<file path="src/rsg_pkg.sv">
// Shared constants and types for the ramp/soak profile generator.
// Assumes a single 10 MHz controller clock.
`default_nettype none

package rsg_pkg;
    localparam int unsigned CLK_HZ = 10_000_000;
    localparam int unsigned TICK_S = 1;
    localparam int unsigned SEC_CYCLES = TICK_S * CLK_HZ;
    localparam int unsigned SEC_PER_MIN = 60;
    localparam int unsigned EOP_PULSE_S = 10;
    localparam int unsigned VAL_W = 16;
    localparam int unsigned SEG_N = 4;

    typedef enum logic [2:0] {
        RSG_IDLE = 3'h0,
        RSG_RAMP = 3'h1,
        RSG_SOAK = 3'h2,
        RSG_END = 3'h3
    } rsg_state_t;

    typedef enum logic [1:0] {
        RSG_ALM_NONE = 2'h0,
        RSG_ALM_DEV = 2'h1,
        RSG_ALM_WIN = 2'h2
    } rsg_alm_t;
endpackage : rsg_pkg

`default_nettype wire

</file>
<file path="src/rsg_core_if.sv">
// Carrier between the profile core, its time base and its alarm unit.
// Assumes all parties share core_clk_in.
`default_nettype none

interface rsg_core_if #(parameter int W = 16);
    logic sec_tick;
    logic signed [W-1:0] pv;
    logic signed [W-1:0] ref_val;
    logic signed [W-1:0] alm_value;
    rsg_pkg::rsg_alm_t alm_type;
    logic alarm;

    modport tbase (output sec_tick);
    modport alm (input pv, input ref_val, input alm_value, input alm_type, output alarm);
    modport core (input sec_tick, input alarm,
                  output pv, output ref_val, output alm_value, output alm_type);
endinterface : rsg_core_if

`default_nettype wire

</file>
<file path="src/rsg_profile.sv">
// Ramp/soak setpoint profile generator: four ramp and four soak segments.
// Assumes process_value_in is synchronous and valid every cycle.
`default_nettype none

// Functional notes
// - Fixed profile of four ramps, each followed by its soak.
// - Ramp moves setpoint toward target, direction set by target position.
// - Ramp rate is units per minute, soak time is minutes.
// - Soak holds target for programmed time, then next ramp starts.
// - Segments run strictly in order until the eighth finishes.
// - After the last segment the cycle ends; output-off no returns working setpoint.
// - Fresh start or resume begins ramping from measured process value.
// - Hold freezes ramp setpoint and soak timer; resumes automatically.
// - Ramp stops while setpoint-to-process difference exceeds ramp hold band.
// - Soak timer counts only while process value is inside soak band.
// - Soak band lies below target after rising ramp, above after falling.
// - Positive deviation alarm when process exceeds reference by setting.
// - Negative deviation alarm when process falls below reference by magnitude.
// - Window alarm when process differs from reference by band or more.
// - Relative alarms evaluated only when that alarm type is selected.
// - Alarms and holdback bands do not influence each other.
// - Power loss in ramp resumes same ramp from power-on process value.
// - Power loss in soak ramps back to target, then runs remaining soak.
// - Elapsed soak time kept in non-volatile storage for resume.
// - Output-off yes holds close drive on until new cycle or disable.
// - Segment with zero rate and zero soak cuts the profile off.
// - A hold band programmed as zero is disabled.
// - End-of-profile alarm option energises third output about ten seconds.
module rsg_profile #(
    parameter int W = rsg_pkg::VAL_W,
    parameter int unsigned SEC_CYCLES = rsg_pkg::SEC_CYCLES
) (
    input wire logic core_clk_in,
    input wire logic rst_in,
    input wire logic enable_in,
    input wire logic start_in,
    input wire logic resume_in,
    input wire logic [1:0] nv_seg_in,
    input wire logic nv_soak_in,
    input wire logic [W+5:0] nv_elapsed_in,
    input wire logic signed [W-1:0] process_value_in,
    input wire logic signed [W-1:0] working_setpoint_in,
    input wire logic [rsg_pkg::SEG_N-1:0][W-1:0] ramp_rate_in,
    input wire logic [rsg_pkg::SEG_N-1:0][W-1:0] target_in,
    input wire logic [rsg_pkg::SEG_N-1:0][W-1:0] soak_min_in,
    input wire logic [W-1:0] ramp_band_in,
    input wire logic [W-1:0] soak_band_in,
    input wire logic [1:0] alarm_type_in,
    input wire logic signed [W-1:0] alarm_value_in,
    input wire logic output_off_in,
    input wire logic alarm_eop_in,
    output logic signed [W-1:0] setpoint_out,
    output logic [1:0] segment_out,
    output logic ramping_out,
    output logic soaking_out,
    output logic hold_out,
    output logic alarm_out,
    output logic close_drive_out,
    output logic third_output_out,
    output logic profile_done_out,
    output logic [1:0] nv_seg_out,
    output logic nv_soak_out,
    output logic [W+5:0] nv_elapsed_out
);
    localparam int AW = W + 2;
    localparam int SW = W + 6;
    localparam int EW = 4;
    localparam logic [1:0] LAST_SEG = 2'(rsg_pkg::SEG_N - 1);

    rsg_core_if #(.W(W)) cif ();

    rsg_timebase #(.SEC_CYCLES(SEC_CYCLES)) u_tbase (
        .core_clk_in(core_clk_in),
        .rst_in(rst_in),
        .tb(cif.tbase)
    );

    rsg_alarm #(.W(W)) u_alarm (
        .core_clk_in(core_clk_in),
        .rst_in(rst_in),
        .al(cif.alm)
    );

    rsg_pkg::rsg_state_t state_r;
    logic [1:0] seg_r;
    logic signed [W-1:0] sp_r;
    logic [AW-1:0] acc_r;
    logic [SW-1:0] elapsed_r;
    logic rise_r;
    logic [EW-1:0] eop_cnt_r;

    logic signed [W-1:0] tgt;
    logic [W-1:0] rate;
    logic [W-1:0] soak;
    logic cut;
    logic signed [W:0] sp_diff;
    logic [W:0] sp_mag;
    logic ramp_hold;
    logic soak_in;
    logic [SW-1:0] soak_goal;
    logic soak_done;
    logic start_go;
    logic resume_go;
    logic end_go;
    logic at_tgt;
    logic signed [W:0] pv_x;
    logic signed [W:0] tgt_x;

    // Segment parameters are read live so edits to pending segments apply
    always_comb begin
        tgt = $signed(target_in[seg_r]);
        rate = ramp_rate_in[seg_r];
        soak = soak_min_in[seg_r];
        cut = (rate == '0) && (soak == '0);
        at_tgt = (sp_r == tgt);
        pv_x = {process_value_in[W-1], process_value_in};
        tgt_x = {tgt[W-1], tgt};
        sp_diff = $signed({sp_r[W-1], sp_r}) - pv_x;
        sp_mag = sp_diff[W] ? (W+1)'(-sp_diff) : sp_diff;
        ramp_hold = (ramp_band_in != '0) && (sp_mag > {1'b0, ramp_band_in});
        if (soak_band_in == '0)
            soak_in = 1'b1;
        else if (rise_r)
            soak_in = pv_x >= tgt_x - $signed({1'b0, soak_band_in});
        else
            soak_in = pv_x <= tgt_x + $signed({1'b0, soak_band_in});
        soak_goal = SW'(soak) * SW'(rsg_pkg::SEC_PER_MIN);
        soak_done = elapsed_r >= soak_goal;
        start_go = enable_in && start_in
                   && (state_r == rsg_pkg::RSG_IDLE || state_r == rsg_pkg::RSG_END);
        resume_go = enable_in && resume_in && !start_in && state_r == rsg_pkg::RSG_IDLE;
        end_go = enable_in && ((state_r == rsg_pkg::RSG_RAMP && cut)
                 || (state_r == rsg_pkg::RSG_SOAK && soak_done && seg_r == LAST_SEG));
    end

    // Segment sequencer
    always_ff @(posedge core_clk_in or posedge rst_in) begin
        if (rst_in) begin
            state_r <= rsg_pkg::RSG_IDLE;
            seg_r <= '0;
        end else if (!enable_in) begin
            state_r <= rsg_pkg::RSG_IDLE;
            seg_r <= '0;
        end else if (start_go) begin
            state_r <= rsg_pkg::RSG_RAMP;
            seg_r <= '0;
        end else if (resume_go) begin
            state_r <= rsg_pkg::RSG_RAMP;
            seg_r <= nv_seg_in;
        end else begin
            case (state_r)
                rsg_pkg::RSG_RAMP: begin
                    if (cut)
                        state_r <= rsg_pkg::RSG_END;
                    else if (at_tgt)
                        state_r <= rsg_pkg::RSG_SOAK;
                end
                rsg_pkg::RSG_SOAK: begin
                    if (soak_done) begin
                        if (seg_r == LAST_SEG) begin
                            state_r <= rsg_pkg::RSG_END;
                        end else begin
                            state_r <= rsg_pkg::RSG_RAMP;
                            seg_r <= seg_r + 2'h1;
                        end
                    end
                end
                rsg_pkg::RSG_IDLE: state_r <= rsg_pkg::RSG_IDLE;
                rsg_pkg::RSG_END: state_r <= rsg_pkg::RSG_END;
                default: state_r <= rsg_pkg::RSG_IDLE;
            endcase
        end
    end

    // Setpoint ramp unit; whole-unit steps drain a per-second rate accumulator
    always_ff @(posedge core_clk_in or posedge rst_in) begin
        if (rst_in) begin
            sp_r <= '0;
            acc_r <= '0;
            rise_r <= 1'b1;
        end else if (start_go || resume_go) begin
            sp_r <= process_value_in;
            acc_r <= '0;
        end else if (state_r == rsg_pkg::RSG_RAMP && !cut && !at_tgt) begin
            rise_r <= tgt > sp_r;
            // A rate-0 jump is still ramping, so holdback gates it too
            if (!ramp_hold) begin
                if (rate == '0) begin
                    sp_r <= tgt;
                end else if (cif.sec_tick) begin
                    acc_r <= acc_r + AW'(rate);
                end else if (acc_r >= AW'(rsg_pkg::SEC_PER_MIN)) begin
                    acc_r <= acc_r - AW'(rsg_pkg::SEC_PER_MIN);
                    sp_r <= (tgt > sp_r) ? sp_r + W'(1'b1) : sp_r - W'(1'b1);
                end
            end
        end else if (state_r != rsg_pkg::RSG_RAMP) begin
            acc_r <= '0;
        end
    end

    // Soak timer in seconds; survives the catch-up ramp after a resume
    always_ff @(posedge core_clk_in or posedge rst_in) begin
        if (rst_in) begin
            elapsed_r <= '0;
        end else if (start_go) begin
            elapsed_r <= '0;
        end else if (resume_go) begin
            elapsed_r <= nv_soak_in ? nv_elapsed_in : '0;
        end else if (state_r == rsg_pkg::RSG_SOAK) begin
            if (soak_done)
                elapsed_r <= '0;
            else if (cif.sec_tick && soak_in)
                elapsed_r <= elapsed_r + SW'(1'b1);
        end
    end

    // End-of-profile third output, counted in seconds
    always_ff @(posedge core_clk_in or posedge rst_in) begin
        if (rst_in) begin
            eop_cnt_r <= '0;
            third_output_out <= 1'b0;
        end else if (end_go && alarm_eop_in) begin
            eop_cnt_r <= EW'(rsg_pkg::EOP_PULSE_S);
            third_output_out <= 1'b1;
        end else if (third_output_out && cif.sec_tick) begin
            eop_cnt_r <= eop_cnt_r - EW'(1'b1);
            third_output_out <= eop_cnt_r != EW'(1'b1);
        end
    end

    // Alarm reference follows the active profile setpoint, not the holdback
    always_comb begin
        cif.pv = process_value_in;
        cif.alm_value = alarm_value_in;
        cif.alm_type = rsg_pkg::rsg_alm_t'(alarm_type_in);
        case (state_r)
            rsg_pkg::RSG_RAMP: cif.ref_val = sp_r;
            rsg_pkg::RSG_SOAK: cif.ref_val = tgt;
            default: cif.ref_val = working_setpoint_in;
        endcase
    end

    // Registered status and non-volatile image
    always_ff @(posedge core_clk_in or posedge rst_in) begin
        if (rst_in) begin
            setpoint_out <= '0;
            segment_out <= '0;
            ramping_out <= 1'b0;
            soaking_out <= 1'b0;
            hold_out <= 1'b0;
            alarm_out <= 1'b0;
            close_drive_out <= 1'b0;
            profile_done_out <= 1'b0;
            nv_seg_out <= '0;
            nv_soak_out <= 1'b0;
            nv_elapsed_out <= '0;
        end else begin
            case (state_r)
                rsg_pkg::RSG_RAMP: setpoint_out <= sp_r;
                rsg_pkg::RSG_SOAK: setpoint_out <= tgt;
                default: setpoint_out <= working_setpoint_in;
            endcase
            segment_out <= seg_r;
            ramping_out <= state_r == rsg_pkg::RSG_RAMP && !cut;
            soaking_out <= state_r == rsg_pkg::RSG_SOAK;
            hold_out <= (state_r == rsg_pkg::RSG_RAMP && ramp_hold)
                        || (state_r == rsg_pkg::RSG_SOAK && !soak_in);
            alarm_out <= cif.alarm;
            close_drive_out <= enable_in && state_r == rsg_pkg::RSG_END && output_off_in;
            profile_done_out <= end_go;
            nv_seg_out <= seg_r;
            nv_soak_out <= state_r == rsg_pkg::RSG_SOAK || elapsed_r != '0;
            nv_elapsed_out <= elapsed_r;
        end
    end
endmodule : rsg_profile

`default_nettype wire

</file>
<file path="src/rsg_timebase.sv">
// One-second tick divider for ramp and soak timing.
// Assumes one clock; tick is a one-cycle enable.
`default_nettype none

module rsg_timebase #(
    parameter int unsigned SEC_CYCLES = rsg_pkg::SEC_CYCLES
) (
    input wire logic core_clk_in,
    input wire logic rst_in,
    rsg_core_if.tbase tb
);
    localparam int CW = $clog2(SEC_CYCLES + 1);
    logic [CW-1:0] cnt_r;
    logic tick_r;

    always_ff @(posedge core_clk_in or posedge rst_in) begin
        if (rst_in) begin
            cnt_r <= '0;
            tick_r <= 1'b0;
        end else if (cnt_r == CW'(SEC_CYCLES - 1)) begin
            cnt_r <= '0;
            tick_r <= 1'b1;
        end else begin
            cnt_r <= cnt_r + CW'(1'b1);
            tick_r <= 1'b0;
        end
    end

    assign tb.sec_tick = tick_r;
endmodule : rsg_timebase

`default_nettype wire

</file>
<file path="src/rsg_alarm.sv">
// Relative deviation and window alarm against the active profile reference.
// Assumes reference and process value are signed, same width.
`default_nettype none

module rsg_alarm #(
    parameter int W = 16
) (
    input wire logic core_clk_in,
    input wire logic rst_in,
    rsg_core_if.alm al
);
    logic signed [W:0] diff;
    logic [W:0] mag;
    logic alarm_r;
    logic alarm_nxt;

    always_comb begin
        diff = $signed({al.pv[W-1], al.pv}) - $signed({al.ref_val[W-1], al.ref_val});
        mag = diff[W] ? (W+1)'(-diff) : diff;
        alarm_nxt = 1'b0;
        case (al.alm_type)
            rsg_pkg::RSG_ALM_DEV: begin
                if (!al.alm_value[W-1])
                    alarm_nxt = diff >= $signed({1'b0, al.alm_value});
                else
                    alarm_nxt = -diff >= -$signed({1'b1, al.alm_value});
            end
            rsg_pkg::RSG_ALM_WIN: alarm_nxt = mag >= {1'b0, al.alm_value};
            default: alarm_nxt = 1'b0;
        endcase
    end

    always_ff @(posedge core_clk_in or posedge rst_in) begin
        if (rst_in) alarm_r <= 1'b0;
        else alarm_r <= alarm_nxt;
    end

    assign al.alarm = alarm_r;
endmodule : rsg_alarm

`default_nettype wire

</file>
<file path="config.mk">
export PLATFORM = sky130hd
export DESIGN_NAME = rsg_profile
export DESIGN_NICKNAME = d
export VERILOG_FILES = /design/src/rsg_pkg.sv /design/src/rsg_core_if.sv /design/src/rsg_profile.sv /design/src/rsg_timebase.sv /design/src/rsg_alarm.sv
export SDC_FILE = /design/constraint.sdc
export NUM_CORES = 1
export LEC_CHECK = 0
export BUFFER_PORTS_ARGS = -buffer_cell sky130_fd_sc_hd__clkbuf_2
export CAP_MARGIN = 15
export CORE_MARGIN = 2
export CORE_UTILIZATION = 63
export CTS_BUF_LIST = sky130_fd_sc_hd__clkbuf_2
export DETAILED_ROUTE_END_ITERATION = 8
export MAX_ROUTING_LAYER = met4
export PLACE_DENSITY_LB_ADDON = 0.12
export SLEW_MARGIN = 20
export SYNTH_ARGS = -nofsm -noshare
export SYNTH_HDL_FRONTEND = slang
export SYNTH_SLANG_ARGS = --single-unit
</file>
<file path="constraint.sdc">
create_clock -name core_clk_in -period 18.2 [get_ports core_clk_in]
set_input_delay 5.46 -clock core_clk_in [delete_from_list [all_inputs] [get_ports core_clk_in]]
set_output_delay 5.46 -clock core_clk_in [all_outputs]
set_load 0.02 [all_outputs]
</file>
## Word level (Yosys, flattened, before mapping)

Cells that the tools add are included.
Widths: inputs -> output; s select.

- Latch bits: 0
- Register bits: 140
- Memories kept: 0
- Bits in writable memories: 0
- Bits of input ports: 306
- Word-level logic and storage cells: 168
- Output and inout bits: 50
- Bits in read-only memories: 0

- Shift operators: 0
- Equal/unequal tests: 20
- $mul: 1
- Reduce and logical (&&, ||, !) cells: 47
- Order comparisons: 10
- Bitwise operators: 1
- Div/mod/pow operators: 0
- $add $sub $neg: 15
- Multiplexer cells: 53

Operator list:

| kind | number |
|---|---|
| $mux 16 | 10 |
| $mux 22 | 6 |
| $mux 18 | 7 |
| $bmux 16 s2 | 3 |
| $neg 17->17 | 3 |
| $logic_not 16->1 | 3 |
| $ge 17x17->1 | 2 |
| $mux 17 | 2 |
| $sub 16x16->17 | 2 |
| $pmux 16 s2 | 1 |
| $add 24x1->24 const B | 1 |
| $eq 24x24->1 const B | 1 |
| $mux 24 | 1 |
| $add 22x1->22 const B | 1 |
| $ge 22x22->1 | 1 |
| $reduce_bool 22->1 | 1 |
| $logic_and 1x1->1 | 20 |
| $mul 16x4->20 const B | 1 |
| $add 18x16->18 | 1 |
| $ge 18x6->1 const B | 1 |
| $mux 3 | 6 |
| $sub 18x6->18 const B | 1 |
| $add 16x17->17 | 1 |
| $ge 16x17->1 | 1 |
| 39 further kinds | 70 |

## Depth between registers and ports, before layout

Gate-level depths: netlist of the first run.

- Depth after elaboration: 12
- Gate-level depth with buffers: 33
- Gate-level depth less buffers: 27

## Modules after synthesis

Synthesis of the first run repeated with hierarchy kept, for this count alone.

- Cell total of the unflattened synthesis: 2180
- Area, all modules: 18650.4 um^2

By module, submodules not included:

| module | cells each | area each (um^2) | instances | seq. area each (um^2) |
|---|---|---|---|---|
| rsg_profile | 1669 | 14448.9 | 1 | 2829.0 |
| rsg_alarm | 396 | 2961.6 | 1 | 25.0 |
| rsg_timebase | 115 | 1239.9 | 1 | 625.6 |

## Worst setup path after synthesis of the first run

No wires, ideal clock.

- Path kind: input -> register
- Start: in soak_min_in[48] (netlist bit)
- End: reg elapsed_r[21]
- Required time: 18063 ps
- Slack: 6881 ps
- Stages on the path: 24
- Setup time: 137 ps
- Arrival: 11182 ps
- Buffers on the path: 2
- Cell sequence: mux4_2 fa_1 fa_1 fa_1 a21o_1 a21oi_1 o21bai_1 a21oi_1 o21bai_1 a211oi_1 o21a_1 nor3_1 nand2b_1 ha_1 a21o_1 a211o_1 nor4_1 and3_1 o21ai_0 a31o_2 o31ai_1 clkbuf_1 clkbuf_1 o21ai_0

- Longest elaborated chain between the ends: 8
- Elaborated cells between the ends (all ways): 10
- Those cells by class: mul: 1; order compare: 1; mux: 6; reduce/logical: 2

RTL lines:

| element | line | source |
|---|---|---|
| start: declaration | rsg_profile.sv:45 | `input wire logic [rsg_pkg::SEG_N-1:0][W-1:0] soak_min_in,` |
| $bmux 16 s2 (*) | rsg_profile.sv:113 | `soak = soak_min_in[seg_r];` |
| $mux 16 (implied by the code) (*) | rsg_profile.sv:113 |  |
| $mul 16x4->20 (*) | rsg_profile.sv:127 | `soak_goal = SW'(soak) * SW'(rsg_pkg::SEC_PER_MIN);` |
| $ge 22x22->1 (*) | rsg_profile.sv:128 | `soak_done = elapsed_r >= soak_goal;` |
| $mux 22 | rsg_profile.sv:211 | `if (soak_done)` |
| $mux 22 | rsg_profile.sv:210 | `end else if (state_r == rsg_pkg::RSG_SOAK) begin` |
| $mux 22 | rsg_profile.sv:208 | `end else if (resume_go) begin` |
| $mux 22 | rsg_profile.sv:206 | `end else if (start_go) begin` |
| end signal: assignment | rsg_profile.sv:209 | `elapsed_r <= nv_soak_in ? nv_elapsed_in : '0;` |
| end signal: assignment | rsg_profile.sv:214 | `elapsed_r <= elapsed_r + SW'(1'b1);` |
| end: declaration | rsg_profile.sv:88 | `logic [SW-1:0] elapsed_r;` |

Every way passes the cells marked *; elsewhere a longest branch is shown, timed or not. The select of a mux whose other input is x is not followed.
A chain may end at the register's enable or synchronous reset.

## Worst setup path in the final report of the first run

- Start: in soak_min_in[51] (netlist bit)
- End: reg elapsed_r[8]

Same word-level chain as after synthesis.

==> results.sh, run 1 <==
export IMPL_vias=17800
export IMPL_synth_top_area_share=0.189
export IMPL_tightestPinTransition_ns=1.18
export IMPL_start_util=0.640
export IMPL_finalCritPeriodShare=0.634
export IMPL_synthToLayoutAreaGrowth_pct=12.8
export IMPL_cts_tree="built"
export IMPL_arrival_ns=12.22
export IMPL_cp_slowest_stage_delay_ns=0.67
export IMPL_grt_pass1_vias=17700
export IMPL_multi_input_area_um2=13800
export IMPL_drc_errors=0
export IMPL_finalHoldViolations=0
export IMPL_grt_setup_unrepaired="false"
export IMPL_routed_wl_mm=53.5
export IMPL_syn_area_um2=18300
export IMPL_yosys_top_cells_area="dfrtp_1, ha_1, mux4_2"
export IMPL_slew_limit_headroom=0.212
export IMPL_fin_util=0.722
export IMPL_cts_hold_buf=0
export IMPL_ff_latch_area_um2=3480
export IMPL_die_w_um=174
export IMPL_setup_viol_count_final=0
export IMPL_yosys_area_share_simple=0.174
export IMPL_nFillCells=2260
export IMPL_antenna_found_initial=2
export IMPL_drt_iter0_drc=1267
export IMPL_syn_inst=2144
export IMPL_synth_top_family_by_area="adder cells"
export IMPL_cp_top_family="compound AO/OA/AOI/OAI gates"
export IMPL_clock_skew_ns=0.0575
export IMPL_synth_xor_area_frac=0.0803
export IMPL_rows=62
export IMPL_clk_latency_ns=0.79
export IMPL_cp_end_kind="flip-flop"
export IMPL_track_usage=0.360
export IMPL_worst_setup_path_type="primary input to flip-flop"
export IMPL_cts_max_level=4
export IMPL_viasPerCell=6.22
export IMPL_synth_edf_count=0
export IMPL_crit_path_top_delay_cell="a31oi_1"
export IMPL_grt_ovfl_total=0
export IMPL_drv_slew=0
export IMPL_fin_crit_ns=11.53
export IMPL_grt_max_degree=77
export IMPL_wl_per_cell_um=18.6
export IMPL_cp_start_kind="primary input"
export IMPL_worstPathRequired_ns=18.89
export IMPL_cts_root_buf="clkbuf_2"
export IMPL_clockBufferDepth=2
export IMPL_ys_seq_elements=139
export IMPL_status="complete, no violations"
export IMPL_drive_gt1_frac=0.197
export IMPL_fp_coreArea_um2=28600
export IMPL_synth_adder_area_share=0.227
export IMPL_grt_pass1_wl_mm=86.2
export IMPL_io_buffers=355
export IMPL_synth_warnings=0
export IMPL_path_max_fanout=9
export IMPL_yosysTopAreaCell="dfrtp_1"
export IMPL_dpl_hpwl_mm=43.6
export IMPL_maxCapViolCount=0
export IMPL_avgSynthCellArea_um2=8.54
export IMPL_hp_class="flip-flop to flip-flop"
export IMPL_drt_pass1_iter_count=7
export IMPL_max_freq_mhz=86.7
export IMPL_critPathBufInv=3
export IMPL_synthFlopType="dfrtp_1"
export IMPL_ys_seq_area_frac=0.190
export IMPL_ctsResizeCount=0
export IMPL_io_pins=356
export IMPL_cellPowerDensity_nw_per_um2=134
export IMPL_clk_pin_slew_ns=0.22
export IMPL_synthArstFlopShare=1.00
export IMPL_synthMuxAreaShare=0.0691
export IMPL_post_cts_buffers=0
export IMPL_ant_nets=0
export IMPL_cts_sinks=139
export IMPL_instances_no_fill=2868
export IMPL_cts_buffers=17
export IMPL_nets=3086
export IMPL_peakVddDrop_uv=72.3
export IMPL_die_area_um2=30400
export IMPL_syn_nets=2761
export IMPL_gp_congestion=0.988
export IMPL_synth_compound_area_frac=0.200
export IMPL_dp_cells=2833
export IMPL_synthDistinctLibCells=85
export IMPL_fin_tns_setup_ns=0
export IMPL_dieHeight_um=174
export IMPL_p_leak_nw=10.4
==> cell usage after synthesis, drive strengths merged, types with 22 or more instances <==
cell,instances
nor3,56
fa,35
nand4,32
a22oi,25
a21o,70
nor2,160
nand2b,28
nand2,130
o21ai,113
inv,209
a31oi,24
nor2b,23
nand3,60
dfrtp,138
clkbuf,41
mux4,48
ha,276
xor2,63
nor4,36
and3,22
a21oi,156
xnor2,105
==> where the power goes <==
group / switching, W / leakage, nW / internal, W / total [W]
combinational: 0.00119 / 8.44 / 0.000917 / 0.00210
sequential: 0.0000902 / 1.81 / 0.000369 / 0.000459
clock: 0.000135 / 0.148 / 0.0000670 / 0.000202
total: 0.00141 / 10.4 / 0.00135 / 0.00276
==> layout make-up <==
| cell class | instances | area share |
|---|---|---|
| flip-flops and latches | 139 | 0.169 |
| inverters | 209 | 0.0382 |
| repair buffers | 369 | 0.0920 |
| clock buffers | 18 | 0.00436 |
| clock inverters | 14 | 0.00757 |
| diodes | 2 | 0.000242 |
| well taps | 384 | 0.0233 |
| multi-input cells | 1733 | 0.666 |
==> final timing paths <==
check	startpoint	end	slack, ns	depth (start not counted)
max	soak_min_in[51]	elapsed_r[8]$_DFFE_PP0P_	6.67	27
min	u_alarm.al.alarm$_DFF_PP0_	alarm_out$_DFF_PP0_	0.38	0
max reg2reg	seg_r[0]$_DFFE_PP0P_	elapsed_r[9]$_DFFE_PP0P_	10.13	27
min reg2reg	u_alarm.al.alarm$_DFF_PP0_	alarm_out$_DFF_PP0_	0.38	0
max in group asynchronous	rst_in	setpoint_out[2]$_DFF_PP0_	12.39	4
min in group asynchronous	rst_in	acc_r[2]$_DFFE_PP0P_	4.69	2
==> registers in the layout, indices dropped and copies added (netlist names) <==
| register | count |
|---|---|
| third_output_out | 1 |
| alarm_out | 1 |
| acc_r | 18 |
| u_alarm.al.alarm | 1 |
| close_drive_out | 1 |
| eop_cnt_r | 4 |
| nv_elapsed_out | 22 |
| state_r | 2 |
| nv_soak_out | 1 |
| soaking_out | 1 |
| seg_r | 2 |
| profile_done_out | 1 |
| rise_r | 1 |
| u_tbase.tb.sec_tick | 1 |
| hold_out | 1 |
| nv_seg_out | 2 |
| ramping_out | 1 |
| setpoint_out | 16 |
| sp_r | 16 |
| u_tbase.cnt_r | 24 |
| elapsed_r | 22 |
==> layer usage <==
layer | wire length (µm) | global-route usage | part of all wire
met5 | 0 | - | 0
met4 | 2330 | 0.159 | 0.044
met3 | 3940 | 0.0442 | 0.074
met2 | 26000 | 0.613 | 0.49
met1 | 21200 | 0.428 | 0.40
==> cells by family (layout without fill, tap and decap cells) <==
group	Yosys count	after routing
adder cells (fa/ha/maj)	311	311
AO/OA/AOI/OAI	561	561
AND/OR/NAND/NOR	627	627
flip-flops	139	139
buffers and inverters	272	610
other	0	2
XOR/XNOR	168	168
multiplexers	66	66
==> stage by stage <==
stage	setup WS (ns)	hold slack, ns	power, W	cell area (µm²)
2_1_floorplan	6.88	0.331	0.00207	18300
3_3_place_gp	6.19	0.336	0.00244	20400
3_5_place_dp	5.93	0.340	0.00253	20400
4_1_cts	6.75	0.385	0.00274	20600
5_1_grt	6.10	0.387	0.00305	20700
6_report	6.67	0.384	0.00276	20700
==> layout by cell type, fill, tap and decap left out, drive strengths merged, types with 13 or more instances in the layout <==
master,n
nor2,160
fa,35
nor3,56
clkbuf,373
o211ai,13
dfrtp,138
inv,216
a21o,70
xnor2,105
ha,276
nand3,60
a31oi,24
xor2,63
o21ai,113
a22oi,25
mux4,48
nor4,36
or4,14
o31ai,17
nor2b,23
and3,22
mux2i,15
buf,14
o21bai,17
a211o,13
nand2,130
nand4,32
o21a,19
nand2b,28
a21oi,156
a211oi,13
Power figures use the tool's default switching activity.
==> inputs of run 2 (changes only) <==
- ABC_AREA: unset -> 1
- CORE_UTILIZATION: 63 -> 60
- clock period: 18.2 -> 10.85 ns (I/O delays scaled with it)
==> run 2 against run 1 <==
  * Combinational power rose to 3.4 times the previous value
  * Global-route usage up 2.0 points
  * Area after synthesis up 10%
  * Routed wire length up 23%
  * Highest routed layer unchanged
==> results.sh, run 2 <==
export IMPL_grt_util_met2=0.616
export IMPL_avgSynthCellArea_um2=6.61
export IMPL_ys_seq_elements=139
export IMPL_max_freq_mhz=114
export IMPL_worstPathRequired_ns=11.60
export IMPL_syn_inst=3055
export IMPL_fin_util=0.674
export IMPL_arrival_ns=9.54
export IMPL_ctsResizeCount=0
export IMPL_yosys_area_share_simple=0.303
export IMPL_yosysMostFrequentCell="nand2_1"
export IMPL_yosysTopAreaCell="dfrtp_1"
export IMPL_layout_common_cells="nand2_1, inv_1, clkbuf_2"
export IMPL_mostFrequentLayoutCell="nand2_1"
export IMPL_gp_congestion=0.980
export IMPL_hp_class="flip-flop to flip-flop"
export IMPL_cts_hold_buf=0
export IMPL_path_max_fanout=22
export IMPL_cp_slowest_stage_delay_ns=0.63
export IMPL_grtUsageMet1=0.468
export IMPL_setup_viol_count_final=0
export IMPL_clock_skew_ns=0.0492
export IMPL_cellPowerDensity_nw_per_um2=369
export IMPL_drt_iter0_drc=1717
export IMPL_synthToLayoutAreaGrowth_pct=11.3
export IMPL_finalCritPeriodShare=0.810
export IMPL_grt_pass1_wl_mm=105
export IMPL_cts_sinks=139
export IMPL_cp_end_kind="flip-flop"
export IMPL_cts_tree="built"
export IMPL_viasPerCell=5.82
export IMPL_nFillCells=3092
export IMPL_drive_gt1_frac=0.139
export IMPL_drc_errors=0
export IMPL_antenna_found_initial=1
export IMPL_peakVddDrop_uv=364
export IMPL_syn_nets=3672
export IMPL_slew_limit_headroom=0.341
export IMPL_drv_slew=0
export IMPL_cts_max_level=4
export IMPL_largest_reg_flops=24
export IMPL_synth_common_cells="nand2_1, inv_1, ha_1"
export IMPL_cts_buffers=17
export IMPL_synth_edf_count=0
export IMPL_ant_nets=0
export IMPL_rows=67
export IMPL_synthMuxAreaShare=0.000557
export IMPL_clk_latency_ns=0.83
export IMPL_nets=3971
export IMPL_synthArstFlopShare=1.00
export IMPL_drt_pass1_iter_count=8
export IMPL_track_usage=0.379
export IMPL_wl_per_cell_um=17.2
export IMPL_synth_top_area_share=0.171
export IMPL_syn_area_um2=20200
export IMPL_io_pins=356
export IMPL_ys_seq_area_frac=0.172
export IMPL_crit_top_cell="nand2_1"
export IMPL_clockBufferDepth=2
export IMPL_die_w_um=188
export IMPL_status="complete, no violations"
export IMPL_die_area_um2=35200
export IMPL_fin_area_um2=22500
export IMPL_grt_setup_unrepaired="false"
export IMPL_dpl_cell_area_um2=22200
export IMPL_crit_path_top_delay_cell="nand2_1"
export IMPL_grt_max_degree=98
export IMPL_worst_setup_path_type="primary input to flip-flop"
export IMPL_synth_compound_area_frac=0.158
export IMPL_synthDistinctLibCells=66
export IMPL_p_leak_nw=12.4
export IMPL_met3_usage=0.0616
export IMPL_cp_start_kind="primary input"
export IMPL_fin_tns_setup_ns=0
export IMPL_synth_xor_area_frac=0.0606
export IMPL_tightestPinTransition_ns=0.989
export IMPL_dpl_hpwl_mm=53.1
export IMPL_start_util=0.606
export IMPL_finalHoldViolations=0
export IMPL_grt_pass1_vias=21200
export IMPL_grt_ovfl_total=0
export IMPL_whs_ns=0.389
export IMPL_post_cts_buffers=0
export IMPL_maxCapViolCount=0
export IMPL_io_buffers=355
export IMPL_max_flop_register="u_tbase.cnt_r"
export IMPL_fp_coreArea_um2=33400
export IMPL_synthFlopType="dfrtp_1"
export IMPL_routed_wl_mm=65.7
export IMPL_fin_crit_ns=8.79
export IMPL_synth_adder_area_share=0.206
export IMPL_dieHeight_um=188
export IMPL_power_w=0.00829
export IMPL_grt_busiest_layer="met2"
export IMPL_synth_top_family_by_area="simple AND/OR/NAND/NOR gates"
export IMPL_yosys_top_cells_area="dfrtp_1, ha_1, nand2_1"
export IMPL_vias=22200
export IMPL_cts_root_buf="clkbuf_2"
export IMPL_largestRegisters="u_tbase.cnt_r x24, elapsed_r x22, nv_elapsed_out x22"
export IMPL_synth_warnings=0
export IMPL_clk_pin_slew_ns=0.26
==> run 2: area by class of cell <==
class,instances,area [µm²],share of cell area
multi-input combinational,2408,14700,0.653
clock inverter,15,206,0.00918
sequential,139,3480,0.155
tap,448,561,0.0249
clock buffer,17,85.1,0.00378
antenna,2,5.00,0.000222
timing repair buffer,367,1870,0.0830
inverter,421,1590,0.0708
==> run 2: cell families (layout without fill, tap and decap cells) <==
kind of cell,count (synthesis),in the layout
adder cells (fa/ha/maj),311,311
buffers and inverters,508,820
XOR/XNOR,139,139
AND/OR/NAND/NOR,1413,1413
multiplexers,1,1
flip-flops,139,139
AO/OA/AOI/OAI,544,544
other,0,2
==> run 2: through the flow <==
stage	std cells	setup slack, ns
after CTS	3815	2.17
after floorplan	3055	2.72
after detailed placement	3783	1.33
after global placement	3783	1.69
after global routing	3816	1.29
final	3817	2.06
==> run 2: where the power goes <==
part	total, W	internal, W	switching, W
clock network	0.000376	0.000139	0.000237
logic	0.00711	0.00260	0.00451
registers	0.000807	0.000649	0.000158
==> run 2: worst paths after layout <==
kind                                                  to  depth (start not counted)  slack, ns                       start
worst min-delay path                 alarm_out$_DFF_PP0_                          0       0.39  u_alarm.al.alarm$_DFF_PP0_
worst max-delay path            elapsed_r[0]$_DFFE_PP0P_                         29       2.06             soak_min_in[18]
max in group asynchronous           seg_r[0]$_DFFE_PP0P_                          3       7.08                      rst_in
worst min register to register       alarm_out$_DFF_PP0_                          0       0.39  u_alarm.al.alarm$_DFF_PP0_
min in group asynchronous        nv_seg_out[1]$_DFF_PP0_                          2       2.55                      rst_in
worst max register to register  elapsed_r[0]$_DFFE_PP0P_                         29       3.18        seg_r[0]$_DFFE_PP0P_
==> run 2: worst max-delay path, delay by kind of cell <==
family                     cells  cell delay [ns]
and+or+nand+nor               12             2.26
AOI/OAI and AO/OA              9             1.87
adders and majority gates      4             1.69
buffers and inverters          3             0.28
xor gates and xnor gates       1             0.17
==> run 2: routing by layer <==
metal / wire length [µm] / vias up / share of wire
met3: 5810 / 178 / 0.088
li1: - / 10800 / -
met5: 0 / - / 0
met2: 30300 / 1059 / 0.46
met4: 2730 / 0 / 0.042
met1: 26800 / 10200 / 0.41
